File: src/rtl/orx_pkg.sv
// package for the or/return/rotate execution block
`default_nettype none
package orx_pkg;
    localparam int ORX_DW = 8;
    localparam int ORX_PCW = 13;
    localparam int ORX_AW = 8;
    localparam int ORX_SDEPTH = 8;
    localparam int ORX_SPW = 3;
    localparam logic [7:0] ORX_ACC_RST = 8'h00;
    localparam logic [12:0] ORX_PC_RST = 13'h0000;
    localparam logic [12:0] ORX_IRQ_VEC = 13'h0004;
    localparam logic [2:0] ORX_SP_RST = 3'h0;

    typedef enum logic [5:0] {
        ORX_OP_OR_IMM = 6'b000001,
        ORX_OP_MEM_OR = 6'b000010,
        ORX_OP_SUB_EXIT = 6'b000100,
        ORX_OP_EXIT_IMM = 6'b001000,
        ORX_OP_IRQ_EXIT = 6'b010000,
        ORX_OP_ROT_LEFT = 6'b100000
    } orx_op_t;

    typedef struct packed {
        logic valid;
        orx_op_t op;
        logic [7:0] imm;
        logic [7:0] addr;
    } orx_instr_t;

    typedef struct packed {
        logic we;
        logic [7:0] addr;
        logic [7:0] data;
    } orx_mem_wr_t;
endpackage
`default_nettype wire

File: src/rtl/orx_exec.sv
// execution unit for or, return and rotate instructions
// Function
// [RULE1] immediate or: acc gets acc or imm, only zero flag changes
// [RULE2] memory or: memory byte gets acc or byte, zero flag updated
// [RULE3] subroutine exit pops pc from stack, flags untouched
// [RULE4] exit with immediate pops pc and loads acc with imm, flags untouched
// [RULE5] interrupt exit pops pc and sets global irq enable
// [RULE6] no interrupt serviced while global irq enable is clear; the chained vector at interrupt exit is taken whatever the enable
// [RULE7] pending interrupt at interrupt exit vectors before main program resumes
// [RULE8] rotate left memory byte, old bit 7 into bit 0
// [RULE9] zero flag set when or result is all zeros, else cleared
`default_nettype none
module orx_exec
    import orx_pkg::*;
(
    input wire logic core_clk,
    input wire logic reset_n,
    input wire orx_instr_t instr,
    input wire logic [7:0] mem_rdata,
    input wire logic [12:0] fetch_pc,
    input wire logic call_push,
    input wire logic irq_pending,
    input wire logic irq_enable_clr,
    output orx_mem_wr_t mem_wr,
    output logic [7:0] acc,
    output logic result_null_flag,
    output logic global_irq_enable,
    output logic [12:0] pc,
    output logic pc_load,
    output logic irq_taken,
    output logic [2:0] stack_depth
);
    typedef struct packed {
        logic [7:0] acc;
        logic zf;
        logic gie;
        logic [12:0] pc;
        logic pc_load;
        logic irq_taken;
        logic [2:0] sp;
        orx_mem_wr_t wr;
    } orx_state_t;

    orx_state_t st;
    orx_state_t next_st;
    logic [12:0] stack_mem [ORX_SDEPTH];
    logic [12:0] pop_pc;
    logic [2:0] pop_sp;
    logic [7:0] alu_a;
    logic [7:0] alu_b;
    logic alu_rot;
    logic [7:0] alu_res;
    logic alu_zero;
    logic push_en;
    logic [12:0] push_val;
    logic [2:0] push_idx;
    // decoded strobes
    logic dec_or_imm;
    logic dec_mem_or;
    logic dec_sub_exit;
    logic dec_exit_imm;
    logic dec_irq_exit;
    logic dec_rot_left;
    logic dec_pop;
    logic dec_flag_upd;
    logic dec_mem_wr;
    logic dec_gie_set;
    logic dec_vector;
    logic irq_chain;
    logic irq_entry;
    logic [2:0] next_sp;

    orx_alu u_alu (
        .a(alu_a),
        .b(alu_b),
        .rotate(alu_rot),
        .result(alu_res),
        .zero(alu_zero)
    );

    assign pop_sp = st.sp - 3'h1;
    assign pop_pc = stack_mem[pop_sp];

    // one-hot decode of the instruction in flight
    always_comb begin
        dec_or_imm = 1'b0;
        dec_mem_or = 1'b0;
        dec_sub_exit = 1'b0;
        dec_exit_imm = 1'b0;
        dec_irq_exit = 1'b0;
        dec_rot_left = 1'b0;
        if (instr.valid) begin
            unique case (instr.op)
                ORX_OP_OR_IMM: begin
                    dec_or_imm = 1'b1;
                end
                ORX_OP_MEM_OR: begin
                    dec_mem_or = 1'b1;
                end
                ORX_OP_SUB_EXIT: begin
                    dec_sub_exit = 1'b1;
                end
                ORX_OP_EXIT_IMM: begin
                    dec_exit_imm = 1'b1;
                end
                ORX_OP_IRQ_EXIT: begin
                    dec_irq_exit = 1'b1;
                end
                ORX_OP_ROT_LEFT: begin
                    dec_rot_left = 1'b1;
                end
                default: begin
                end
            endcase
        end
        // chained interrupt keeps the return address stacked
        irq_chain = dec_irq_exit && irq_pending; // [RULE7]
        dec_pop = dec_sub_exit || dec_exit_imm || (dec_irq_exit && !irq_pending);
        dec_flag_upd = dec_or_imm || dec_mem_or; // [RULE9]
        dec_mem_wr = dec_mem_or || dec_rot_left;
        dec_gie_set = dec_irq_exit && !irq_pending; // [RULE5]
        // service between instructions, only with master enable set
        irq_entry = !instr.valid && st.gie && irq_pending && !call_push; // [RULE6]
        dec_vector = irq_chain || irq_entry;
    end

    // operand select for the shared or/rotate unit
    always_comb begin
        alu_a = st.acc;
        alu_b = instr.imm;
        alu_rot = 1'b0;
        if (dec_mem_or) begin
            alu_b = mem_rdata; // [RULE2]
        end
        if (dec_rot_left) begin
            alu_a = mem_rdata; // [RULE8]
            alu_rot = 1'b1;
        end
    end

    // return stack pointer and push port
    always_comb begin
        push_en = call_push || irq_entry;
        push_val = fetch_pc;
        push_idx = st.sp;
        next_sp = st.sp;
        if (dec_pop) begin
            next_sp = pop_sp; // [RULE3]
        end else if (push_en) begin
            next_sp = st.sp + 3'h1;
        end
    end

    // next state of every field of the state register
    always_comb begin
        next_st = st;
        next_st.pc_load = 1'b0;
        next_st.irq_taken = 1'b0;
        next_st.sp = next_sp;
        next_st.wr.we = dec_mem_wr; // [RULE2]
        if (dec_mem_wr) begin
            next_st.wr.addr = instr.addr;
            next_st.wr.data = alu_res; // [RULE8]
        end
        if (dec_flag_upd) begin
            next_st.zf = alu_zero; // [RULE9]
        end
        if (dec_or_imm) begin
            next_st.acc = alu_res; // [RULE1]
        end
        if (dec_exit_imm) begin
            next_st.acc = instr.imm; // [RULE4]
        end
        if (irq_enable_clr) begin
            next_st.gie = 1'b0;
        end
        if (dec_pop) begin
            next_st.pc = pop_pc; // [RULE3]
            next_st.pc_load = 1'b1;
        end
        if (dec_gie_set) begin
            next_st.gie = 1'b1; // [RULE5]
        end
        if (dec_vector) begin
            next_st.pc = ORX_IRQ_VEC; // [RULE7]
            next_st.pc_load = 1'b1;
            next_st.irq_taken = 1'b1;
            next_st.gie = 1'b0; // [RULE6]
        end
    end

    // state register
    always_ff @(posedge core_clk or negedge reset_n) begin
        if (!reset_n) begin
            st.acc <= ORX_ACC_RST;
            st.zf <= 1'b0;
            st.gie <= 1'b0;
            st.pc <= ORX_PC_RST;
            st.pc_load <= 1'b0;
            st.irq_taken <= 1'b0;
            st.sp <= ORX_SP_RST;
            st.wr <= '0;
        end else begin
            st <= next_st;
        end
    end

    // return stack, contents kept through reset
    always_ff @(posedge core_clk) begin
        if (push_en) begin
            stack_mem[push_idx] <= push_val;
        end
    end

    // outputs straight from the state register
    assign mem_wr = st.wr;
    assign acc = st.acc;
    assign result_null_flag = st.zf;
    assign global_irq_enable = st.gie;
    assign pc = st.pc;
    assign pc_load = st.pc_load;
    assign irq_taken = st.irq_taken;
    assign stack_depth = st.sp;
endmodule
`default_nettype wire

File: src/rtl/orx_alu.sv
// combinational or and rotate unit with zero detect
`default_nettype none
module orx_alu
    import orx_pkg::*;
(
    input wire logic [7:0] a,
    input wire logic [7:0] b,
    input wire logic rotate,
    output logic [7:0] result,
    output logic zero
);
    always_comb begin
        if (rotate) begin
            result = {a[6:0], a[7]}; // [RULE8]
        end else begin
            result = a | b;
        end
        zero = (result == 8'h00); // [RULE9]
    end
endmodule
`default_nettype wire

File: config.mk
export PLATFORM = sky130hd
export DESIGN_NAME = orx_exec
export DESIGN_NICKNAME = d
export VERILOG_FILES = /design/src/rtl/orx_pkg.sv /design/src/rtl/orx_exec.sv /design/src/rtl/orx_alu.sv
export SDC_FILE = /design/constraint.sdc
export NUM_CORES = 1
export LEC_CHECK = 0
export BUFFER_PORTS_ARGS = -buffer_cell sky130_fd_sc_hd__buf_2
export CAP_MARGIN = 40
export CORE_ASPECT_RATIO = 0.8
export CORE_MARGIN = 4
export CORE_UTILIZATION = 51
export DETAILED_ROUTE_END_ITERATION = 8
export PLACE_DENSITY_LB_ADDON = 0.12
export SYNTH_ARGS = -nofsm -noshare
export SYNTH_HDL_FRONTEND = slang
export SYNTH_SLANG_ARGS = --single-unit
File: constraint.sdc
create_clock -name core_clk -period 2.6 [get_ports core_clk]
set_clock_uncertainty 0.1 [all_clocks]
set_input_delay 0.26 -clock core_clk [delete_from_list [all_inputs] [get_ports core_clk]]
set_output_delay 0.26 -clock core_clk [all_outputs]
set_load 0.02 [all_outputs]
Word level (Yosys, flattened, before mapping)
Memories as Yosys holds them, arrays and structs flattened.
Index checks and enable logic that the tools add are counted.

word-level totals
  register bits = 45
  RAM bits = 104
  input port bits = 49
  output and inout bits = 45
  word-level logic and storage cells = 65
  memories = 1

memory list
  name       words  width  rd ports  clocked after Yosys merged registers in  write ports  RTL line        text
  stack_mem  8      13     1         0                                        1            orx_exec.sv:46  logic [12:0] stack_mem [ORX_SDEPTH];

cells by class
  add/subtract/negate cells = 2
  equality and inequality tests = 6
  muxes and demuxes = 26
  bitwise operators = 1
  reductions and logical operators = 19

operators by type and width
  operator             number
  $mux 8               5
  $mux 1               17
  $mux 16              1
  $mux 14              1
  $logic_not 8->1      1
  $or 8x8->8           1
  $eq 6x1->1 const B   1
  $eq 6x2->1 const B   1
  $eq 6x3->1 const B   1
  $eq 6x4->1 const B   1
  $eq 6x5->1 const B   1
  $eq 6x6->1 const B   1
  $logic_or 1x1->1     6
  $mux 3               2
  $reduce_bool 2->1    3
  $logic_and 1x1->1    5
  $add 3x1->3 const B  1
  $logic_not 1->1      3
  $reduce_bool 3->1    1
  $sub 3x1->3 const B  1

Longest topological paths before layout
Gate-level depths: netlist of the first run.

  depth in word-level cells = 8
  depth in mapped cells = 9
  depth with buffers taken out = 6

By module
Synthesis of the first run repeated with hierarchy kept, for this count alone.

unflattened totals
  cells, all modules = 412
  area, all modules = 6393.6 um^2

by module, submodules not included
  module    instances  cells each  area an instance (um^2)  sequential area each (um^2)
  orx_exec  1          380         6195.9                   4249.1
  orx_alu   1          32          197.7                    0.0

Worst setup path before layout of the first run
No wires, ideal clock.

  path type = register to register
  start point = reg st (netlist bit stack_depth[0])
  end point = reg pc[0] (netlist name)
  setup time = 134 ps
  data arrival time = 2700 ps
  required time = 2366 ps
  path slack = -334 ps
  cell stages (with the launch flop) = 10
  path buffers = 4
  clock period less this slack = 2934 ps
  path through = dfrtp_1 -> clkbuf_1 -> buf_1 -> inv_1 -> ha_1 -> clkbuf_1 -> buf_1 -> mux4_2 -> mux2i_1 -> o21ai_0

between the ends
  cells in the longest elaborated chain, start to end = 4

ends and longest elaborated chain
  element                 RTL line         text
  from (decl)             orx_exec.sv:44   orx_state_t st;
  from (signal assigned)  orx_exec.sv:204  st <= next_st;
  $sub 3x1->3             orx_exec.sv:81   assign pop_sp = st.sp - 3'h1;
  $mem_v2 8x13            --
  $mux 14                 orx_exec.sv:177  if (dec_pop) begin
  $mux 16                 orx_exec.sv:184  if (dec_vector) begin

Every way passes these cells. The select of a mux whose other input is x is not followed.
A chain may end at the register's enable or synchronous reset.

Final worst setup path of the first run
  start point = reg st (netlist bit stack_depth[0])
  end point = reg pc[3] (netlist name)

between the ends
  cells in the longest elaborated chain, start to end = 4

ends and longest elaborated chain
  element       RTL line
  $sub 3x1->3   orx_exec.sv:81
  $mem_v2 8x13  --
  $mux 14       orx_exec.sv:177
  $mux 16       orx_exec.sv:184

Every way passes these cells. The select of a mux whose other input is x is not followed.

==> impl_metrics.csv, run 1 <==
group,metric,value,unit
status,outcome,"complete, no violations",
clock_tree,cts_buffers,17,
floorplanning,rows,35,
global_route,grt-ovfl-total,0,
placed_design,gp_congestion,0.847,
yosys,syn_area,6170,um2
sta,tightest_slew,564,ps
power,ir_drop,0.585,mV
route,finalWirelength,13.2,mm
global_route,grt_pass1_wl,20.9,mm
sta,post-route-min-period,2110,ps
clock_tree,cts_tree,"yes",
global_route,grt_max_degree,34,
finish,drive_above_1_share,39.4,%
global_route,track_usage,20.0,%
yosys,syn_inst,379,
power,power_frac_clock,28.8,%
yosys,synth_ff_type,"edfxtp_1",
clock_tree,clock_sinks,149,
route,top_layer,"met4",
critical_path,r2r_cells,6,
yosys,synth_cell_types,48,
critical_path,start_kind,"register",
critical_path,path_class,"reg -> reg",
sta,fmax,474,MHz
sta,hold_violations,0,
route,viasPerCell,5.75,
floorplanning,die_h,106,um
floorplanning,num_io_pins,94,
power,p_sw,2590,uW
global_route,antenna_found_initial,0,
route,route.met2.wl,6.29,mm
route,firstDrtPassIters,7,
yosys,syn_nets,430,
yosys,ys_seq_area_share,68.8,%
route,postRouteAntennaNets,0,
route,vias,3874,
power,power_density,1070,nW/um2
floorplanning,fp.coreArea,11700,um2
sta,fin_crit_sh,81.1,%
clock_tree,path_clk_slew,60,ps
power,pwr-share-seq,38.8,%
yosys,synth_edf_count,104,
placed_design,dp_hpwl,8.80,mm
route,wl_per_cell,19.6,um
clock_tree,cts-root-buf,"clkbuf_16",
clock_tree,post_cts_buffers,0,
finish,diodes,0,
yosys,ys_ff_latch,149,
yosys,yosysWarnings,0,
clock_tree,clk_latency,410,ps
finish,fillCellCount,825,
sta,rsz0062_at_grt,"false",
hold_path,hold_class,"in -> reg",
sta,finalSetupTns,0,ps
placed_design,postPlaceCellArea,6970,um2
clock_tree,h-tree-depth,4,
route,wl_met1,5.92,mm
power,p_sw_share,31.4,%
power,pwr-share-comb,32.4,%
power,internal_power,5640,uW
route,wl_met3,847,um
sta,relSlewSlack,62.4,%
critical_path,critPathMaxFanout,10,
placed_design,portBuffers,93,
floorplanning,dieArea,13900,um2
yosys,syn_avg_cell_area,16.3,um2
power,p_leak,0.00310,uW
critical_path,end_kind,"register",
sta,slew_viol_final,0,
finish,design_area,7700,um2
finish,final_nets,564,
sta,setup_violations,0,
finish,syn_to_final_growth,24.7,%
global_route,first_global_vias,3882,
route,drt_iter0_markers,330,
critical_path,required,2790,ps
yosys,async_flop_share,30.2,%
hold_path,holdPathStages,1,
clock_tree,cts_buffer_depth,2,
run,cap_violations,0,
floorplanning,initial_core_util,52.8,%
route,drc,0,
critical_path,cp.arrival,2300,ps
power,p_total,8230,uW
floorplanning,fp.dieW,131,um
repair_timing:
item	4_1_cts	5_1_grt
hold buffers	15	0
hold endpoints to repair	36	0
gates resized for setup	0	0
metrics by stage:
stage	hold WS, ps	utilization [%]	setup WS (ps)	instances
global route	21.3	65.8	359	674
detailed placement	195	59.6	507	627
global placement	173	59.6	485	626
CTS	1.86	65.8	491	674
floorplan	-136	-	75.6	379
finish	22.4	65.8	491	674
cell type report:
cell class | instances | area [um2] | area share [%]
Clock buffer | 17 | 425 | 5.53
Multi-Input combinational cell | 196 | 1790 | 23.2
Tap cell | 148 | 185 | 2.41
Inverter | 13 | 48.8 | 0.634
Timing Repair Buffer | 136 | 851 | 11.1
Sequential cell | 149 | 4250 | 55.2
Clock inverter | 15 | 153 | 1.98
final timing paths:
path / to / startpoint / slack [ps]
setup / recovery: pc[3] / stack_depth[0] / 490
hold / removal: stack_mem[3][10] / fetch_pc[10] / 20
setup reg to reg: pc[3] / stack_depth[0] / 490
hold reg to reg: pc[6] / pc[6] / 400
max in group asynchronous: mem_wr[15] / reset_n / 1400
min in group asynchronous: acc[0] / reset_n / 270
layout by cell type, fill, tap and decap left out, types with 2 or more instances in the layout:
| cell type | count |
|---|---|
| mux2_2 | 16 |
| dfrtp_1 | 44 |
| xnor2_1 | 3 |
| nand2b_1 | 4 |
| buf_2 | 93 |
| nor4b_1 | 2 |
| buf_12 | 2 |
| inv_1 | 13 |
| mux4_2 | 26 |
| bufinv_16 | 2 |
| o21ai_1 | 2 |
| a31oi_1 | 2 |
| a32oi_1 | 7 |
| clkbuf_16 | 17 |
| clkinv_4 | 2 |
| nand3_1 | 21 |
| a22oi_1 | 7 |
| ha_1 | 2 |
| inv_6 | 5 |
| clkinvlp_4 | 2 |
| edfxtp_1 | 104 |
| mux2i_1 | 13 |
| dlygate4sd3_1 | 15 |
| nand2_1 | 22 |
| nor2b_1 | 2 |
| clkinv_1 | 3 |
| buf_4 | 26 |
| nor3_2 | 5 |
| a21oi_1 | 10 |
| o21ai_0 | 20 |
| nor2_1 | 9 |
power groups by stage:
stage | clock network, uW | logic, uW | registers (uW)
after floorplan | 0 | 1560 | 3450
after global placement | 0 | 2650 | 3220
after detailed placement | 0 | 2690 | 3240
after CTS | 2410 | 2710 | 3200
after global routing | 2530 | 2900 | 3240
final | 2370 | 2660 | 3200
critical path, cell delays in order, from the launching register on:
cell and delay, ps:
dfrtp_2 390, inv_1 70, ha_1 530, buf_4 270, mux4_2 320, mux2i_1 210, o21ai_0 100
flip-flops by register name, summed over array words and instances (netlist names):
signal,cells
acc,8
pc_load,1
mem_wr,17
irq_taken,1
stack_depth,3
result_null_flag,1
global_irq_enable,1
stack_mem,104
pc,13
synth_stat cells (4+ instances only):
master	count	area, um2
nor3_1	5	25.0
nand3_1	21	105
inv_1	13	48.8
a32oi_1	7	61.3
mux2_2	16	180
mux2i_1	13	130
mux4_2	26	586
nand2_1	22	82.6
edfxtp_1	104	3120
buf_2	4	20.0
nor2_1	9	33.8
dfrtp_1	45	1130
nand2b_1	4	25.0
a21oi_1	10	50.1
a22oi_1	7	52.6
clkbuf_1	8	30.0
o21ai_0	20	100
cell families after synthesis:
logic type	after synthesis	share of synthesized area, %
flip-flops	149	68.8
AND/OR/NAND/NOR	82	7.70
multiplexers	55	14.5
AO/OA/AOI/OAI	53	5.25
buffers and inverters	34	2.72
XOR/XNOR	4	0.568
adder cells (fa/ha/maj)	2	0.405
layer usage:
| metal | track usage, % | vias up |
|---|---|---|
| li1 | - | 1742 |
| met5 | 0 | - |
| met3 | 5.12 | 13 |
| met4 | 4.85 | 0 |
| met1 | 28.1 | 1972 |
| met2 | 31.5 | 147 |
No activity file was read; power rests on OpenSTA's default activity.
==> run 2, diff against run 1 <==
- CORE_UTILIZATION: 51 -> 56
- clock period: 2.6 -> 2.1 ns (I/O delays scaled with it)
==> run 2 against run 1 <==
Critical path depth unchanged; sequential power rose by 24%; worst hold slack improved by 76 ps; fmax rose by 9.4%; critical endpoint unchanged; flip-flop and latch count is the same; highest routed layer unchanged; power grew 26%; worst setup slack got worse by 320 ps; sequential share of layout area shrank 1.6 points; count of clock-buffer cells in the layout grew 3; non-clock buffer count is 19 higher; global-route usage rose by 3.1 points; via count rose by 2.6%.
==> impl_metrics.csv, run 2 (same netlist as run 1, synthesis figures left out) <==
group,metric,value,unit
status,outcome,"complete, no violations",
sta,slew_viol_final,0,
floorplanning,die_h,102,um
clock_tree,clock_sinks,149,
critical_path,end_kind,"register",
clock_tree,cts_buffer_depth,2,
global_route,grt_max_degree,46,
sta,post-route-min-period,1930,ps
global_route,first_global_vias,4122,
floorplanning,fp.coreArea,10500,um2
clock_tree,cts-root-buf,"clkbuf_16",
sta,fin_crit_sh,91.8,%
critical_path,slowest_stage,"ha_2",
route,drc,0,
sta,rsz0062_at_grt,"false",
critical_path,critPathMaxFanout,8,
floorplanning,dieArea,12800,um2
finish,fin_cells,685,
clock_tree,cts_tree,"yes",
finish,syn_to_final_growth,28.4,%
critical_path,start_kind,"register",
route,top_layer,"met4",
placed_design,dp_hpwl,8.95,mm
route,postRouteAntennaNets,0,
clock_tree,h-tree-depth,4,
finish,final_common_cell,"edfxtp_1",
route,drt_iter0_markers,398,
finish,largest_reg_flops,104,
critical_path,required,2280,ps
placed_design,portBuffers,93,
finish,largest_register,"stack_mem",
critical_path,path_buf_inv,2,
critical_path,cpPeakStageDelay,450,ps
critical_path,path_class,"reg -> reg",
floorplanning,num_io_pins,94,
route,firstDrtPassIters,5,
route,wl_met3,966,um
sta,hold_slack,98.4,ps
finish,design_area,7930,um2
route,vias,3976,
sta,setup_violations,0,
floorplanning,rows,33,
floorplanning,fp.dieW,125,um
finish,multi_input_area,1790,um2
placed_design,dp_cells,622,
global_route,grt_pass1_wl,22.3,mm
critical_path,crit_family,"multiplexers",
critical_path,rrSetupSlack,170,ps
clock_tree,clk_latency,410,ps
global_route,track_usage,23.2,%
sta,relSlewSlack,56.6,%
route,wl_per_cell,20.4,um
sta,fmax,519,MHz
power,p_total,10400,uW
route,route.met2.wl,6.95,mm
finish,layout_common_cells,"104 x edfxtp_1, 93 x buf_2, 44 x dfrtp_1",
power,ir_drop,0.972,mV
finish,seq_area,4250,um2
sta,hold_violations,0,
critical_path,crit_chain,"inv_1 > ha_2 > buf_4 > mux4_2 > mux2i_1 > o21ai_0",
clock_tree,path_clk_slew,60,ps
placed_design,postPlaceCellArea,7020,um2
route,viasPerCell,5.80,
clock_tree,post_cts_buffers,0,
finish,final_nets,583,
global_route,antenna_found_initial,0,
route,wl_met1,5.91,mm
sta,timing.final.ws_setup,172,ps
critical_path,cp.arrival,2110,ps
floorplanning,initial_core_util,58.9,%
hold_path,hold_class,"in -> reg",
power,p_leak,0.00319,uW
finish,fillCellCount,675,
sta,tightest_slew,651,ps
placed_design,gp_congestion,0.907,
run,cap_violations,0,
clock_tree,cts_buffers,17,
finish,drive_above_1_share,38.7,%
placed_design,pre_cts_ws,114,ps
global_route,grt-ovfl-total,0,
finish,diodes,0,
power,power_density,1310,nW/um2
route,finalWirelength,14.0,mm
run 2: cell count changes in the layout (fill, tap and decap cells not counted), sizes merged:
cell         previous run  this run
dlygate4sd3            15        31
clkbuf                 17        20
inv                    18        15
bufinv                  2         3
clkinv                  6         4
clkinvlp                2         3
buf                   121       124
run 2: timing repair:
| action | 4_1_cts | 5_1_grt |
|---|---|---|
| hold endpoints to repair | 166 | 0 |
| setup endpoints to repair | 0 | 2 |
| gates resized for setup | 0 | 1 |
| hold buffers | 31 | 0 |
run 2: area by class of cell:
type,instances,share of cell area (%)
multi-input combinational,196,22.6
timing repair buffer,155,13.5
clock inverter,12,1.93
clock buffer,20,5.51
tap,140,2.21
inverter,13,0.616
sequential,149,53.6
run 2: per-stage QoR:
stage / utilization, % / TNS (ps)
6_report: 75.6 / 0
4_1_cts: 75.5 / 0
5_1_grt: 75.6 / 0
3_3_place_gp: 67.0 / 0
3_5_place_dp: 67.0 / 0
2_1_floorplan: - / -1110
run 2: power by group:
group	switching, uW	internal (uW)	total [uW]
Combinational	1820	1610	3430
Clock	1140	1870	3010
Sequential	251	3720	3970
Total	3210	7200	10400
run 2: worst paths after layout:
kind | from | to | depth (start not counted)
setup / recovery | stack_depth[0] | pc[3] | 6
hold / removal | mem_rdata[4] | acc[5] | 5
setup reg to reg | stack_depth[0] | pc[3] | 6
hold reg to reg | mem_wr[13] | mem_wr[13] | 1
max in group asynchronous | reset_n | stack_depth[0] | 3
min in group asynchronous | reset_n | pc[6] | 3
run 2: metal layers:
metal	GRT usage, %	up-vias
met2	37.4	173
li1	-	1782
met5	0	-
met3	5.80	18
met1	32.2	2003
met4	6.50	0
run 2: tightest hold or removal path: stages:
cell	delay, ps
buf_2	110
inv_1	40
a32oi_1	80
nand2_1	80
nand2_1	50
==> run 3, diff against run 2 <==
- CORE_MARGIN: 4 -> 5
- CORE_UTILIZATION: 56 -> 59
- CTS_BUF_LIST: not set -> sky130_fd_sc_hd__clkbuf_8
==> run 3 against run 2 <==
Cell count increased by 0.15%; worst hold slack improved by 12 ps; sequential power about the same; highest routed layer unchanged; clock power decreased by 26%; critical endpoint is now pc[2]; largest power group unchanged; worst setup slack improved by 81 ps; count of clock-buffer cells in the layout decreased by 1; power decreased by 8.3%.
==> impl_metrics.csv, run 3 (same netlist as run 1, synthesis figures left out) <==
group,metric,value,unit
finish,diodes,0,
placed_design,portBuffers,93,
clock_tree,path_clk_slew,80,ps
clock_tree,cts_buffer_depth,2,
critical_path,start_kind,"register",
clock_tree,cts_resized,0,
status,outcome,"complete, no violations",
finish,fin_util,75.4,%
clock_tree,cts_tree,"yes",
route,route.met2.wl,6.52,mm
power,p_total,9540,uW
floorplanning,fp.coreArea,10200,um2
hold_path,min_to,"acc[3]",
finish,final_nets,584,
finish,layout_common_cells,"104 x edfxtp_1, 93 x buf_2, 44 x dfrtp_1",
critical_path,cp.arrival,2040,ps
hold_path,holdPathStages,5,
route,firstDrtPassIters,5,
sta,post-route-min-period,1850,ps
sta,setup_violations,0,
finish,final_common_cell,"edfxtp_1",
floorplanning,die_h,101,um
route,drt_iter0_markers,258,
finish,syn_to_final_growth,25.1,%
clock_tree,clock_sinks,149,
critical_path,r2r_cells,6,
floorplanning,fp.dieW,124,um
floorplanning,rows,33,
global_route,track_usage,23.0,%
power,power_density,1240,nW/um2
placed_design,dp_hpwl,9.05,mm
power,ir_drop,0.715,mV
floorplanning,initial_core_util,60.3,%
critical_path,end_kind,"register",
critical_path,r2r-start,"stack_depth[0]",
route,wl_per_cell,19.7,um
clock_tree,h-tree-depth,4,
sta,rsz0062_at_grt,"false",
clock_tree,cts_buffers,17,
global_route,grt_pass1_wl,21.9,mm
route,wl_met1,5.85,mm
route,vias,3915,
route,viasPerCell,5.71,
route,postRouteAntennaNets,0,
clock_tree,clk_latency,430,ps
critical_path,path_class,"reg -> reg",
clock_tree,cts-root-buf,"clkbuf_8",
critical_path,rrSetupSlack,250,ps
hold_path,hold_path.startpoint,"mem_rdata[2]",
sta,tightest_slew,605,ps
floorplanning,dieArea,12600,um2
run,cap_violations,0,
finish,fillCellCount,650,
power,p_leak,0.00313,uW
global_route,antenna_found_initial,0,
floorplanning,num_io_pins,94,
route,drc,0,
sta,relSlewSlack,59.6,%
global_route,grt_max_degree,46,
critical_path,critPathMaxFanout,16,
placed_design,gp_congestion,0.894,
route,finalWirelength,13.5,mm
sta,fmax,542,MHz
route,top_layer,"met4",
critical_path,required,2300,ps
sta,fin_crit_sh,87.9,%
finish,largest_reg_flops,104,
critical_path,worstReg2RegEnd,"pc[2]",
finish,drive_above_1_share,38.6,%
sta,hold_violations,0,
finish,largest_register,"stack_mem",
global_route,first_global_vias,4019,
route,wl_met3,993,um
sta,slew_viol_final,0,
hold_path,hold_class,"in -> reg",
global_route,grt-ovfl-total,0,
## run 3: changes by cell type in the layout (fill, tap and decap cells not counted), sizes merged
| cell | change |
|---|---|
| inv | +3 |
| clkinvlp | -2 |
| buf | +1 |
| clkbuf | -1 |
## run 3: routing by layer
| layer | up-vias | track usage, % |
|---|---|---|
| met4 | 0 | 6.07 |
| met2 | 171 | 36.1 |
| met3 | 18 | 6.54 |
| met1 | 1947 | 32.4 |
| met5 | - | 0 |
| li1 | 1779 | - |
## run 3: where the power goes
group	internal (uW)	total (uW)	switching (uW)
combinational	1590	3360	1770
clock	1220	2230	1010
sequential	3710	3950	242
total	6520	9540	3030
## run 3: area by class of cell
type                            instances  area [um2]  share of cell area, %
Sequential cell                       149        4250                   55.1
Multi-Input combinational cell        196        1790                   23.2
Timing Repair Buffer                  156        1050                   13.6
Clock buffer                           19         262                   3.39
Tap cell                              140         175                   2.27
Clock inverter                         13         143                   1.85
Inverter                               13        48.8                  0.632
## run 3: timing repair
action,CTS,global route
endpoints found under the setup margin,0,0
hold endpoints to repair,166,0
buffers inserted,0,0
hold buffers,31,0
## run 3: worst max-delay path by stage
stage / startpoint / to / slack, ps / depth (start not counted)
2_1_floorplan: stack_depth[0] / stack_mem[0][0] / -30 / 3
3_3_place_gp: instr[20] / acc[3] / 210 / 6
3_5_place_dp: instr[20] / mem_wr[4] / 190 / 6
4_1_cts: stack_depth[0] / pc[2] / 210 / 6
5_1_grt: stack_depth[0] / pc[2] / 130 / 6
6_report: stack_depth[0] / pc[2] / 250 / 6
## run 3: worst max-delay path, cell delays in order (launching register included)
cell and delay, ps:
dfrtp_2 390, inv_1 70, ha_1 370, buf_12 180
mux4_2 300, a211oi_1 240, a31oi_1 60
## run 3: metrics by stage
| stage | cells | hold slack, ps | setup slack [ps] | TNS [ps] | cell area (um2) |
|---|---|---|---|---|---|
| floorplan | 379 | -186 | -33.3 | -1110 | 6250 |
| global placement | 623 | 242 | 207 | 0 | 7010 |
| detailed placement | 623 | 257 | 186 | 0 | 7010 |
| CTS | 686 | 70.3 | 215 | 0 | 7720 |
| global route | 686 | 96.4 | 130 | 0 | 7720 |
| finish | 686 | 111 | 253 | 0 | 7720 |
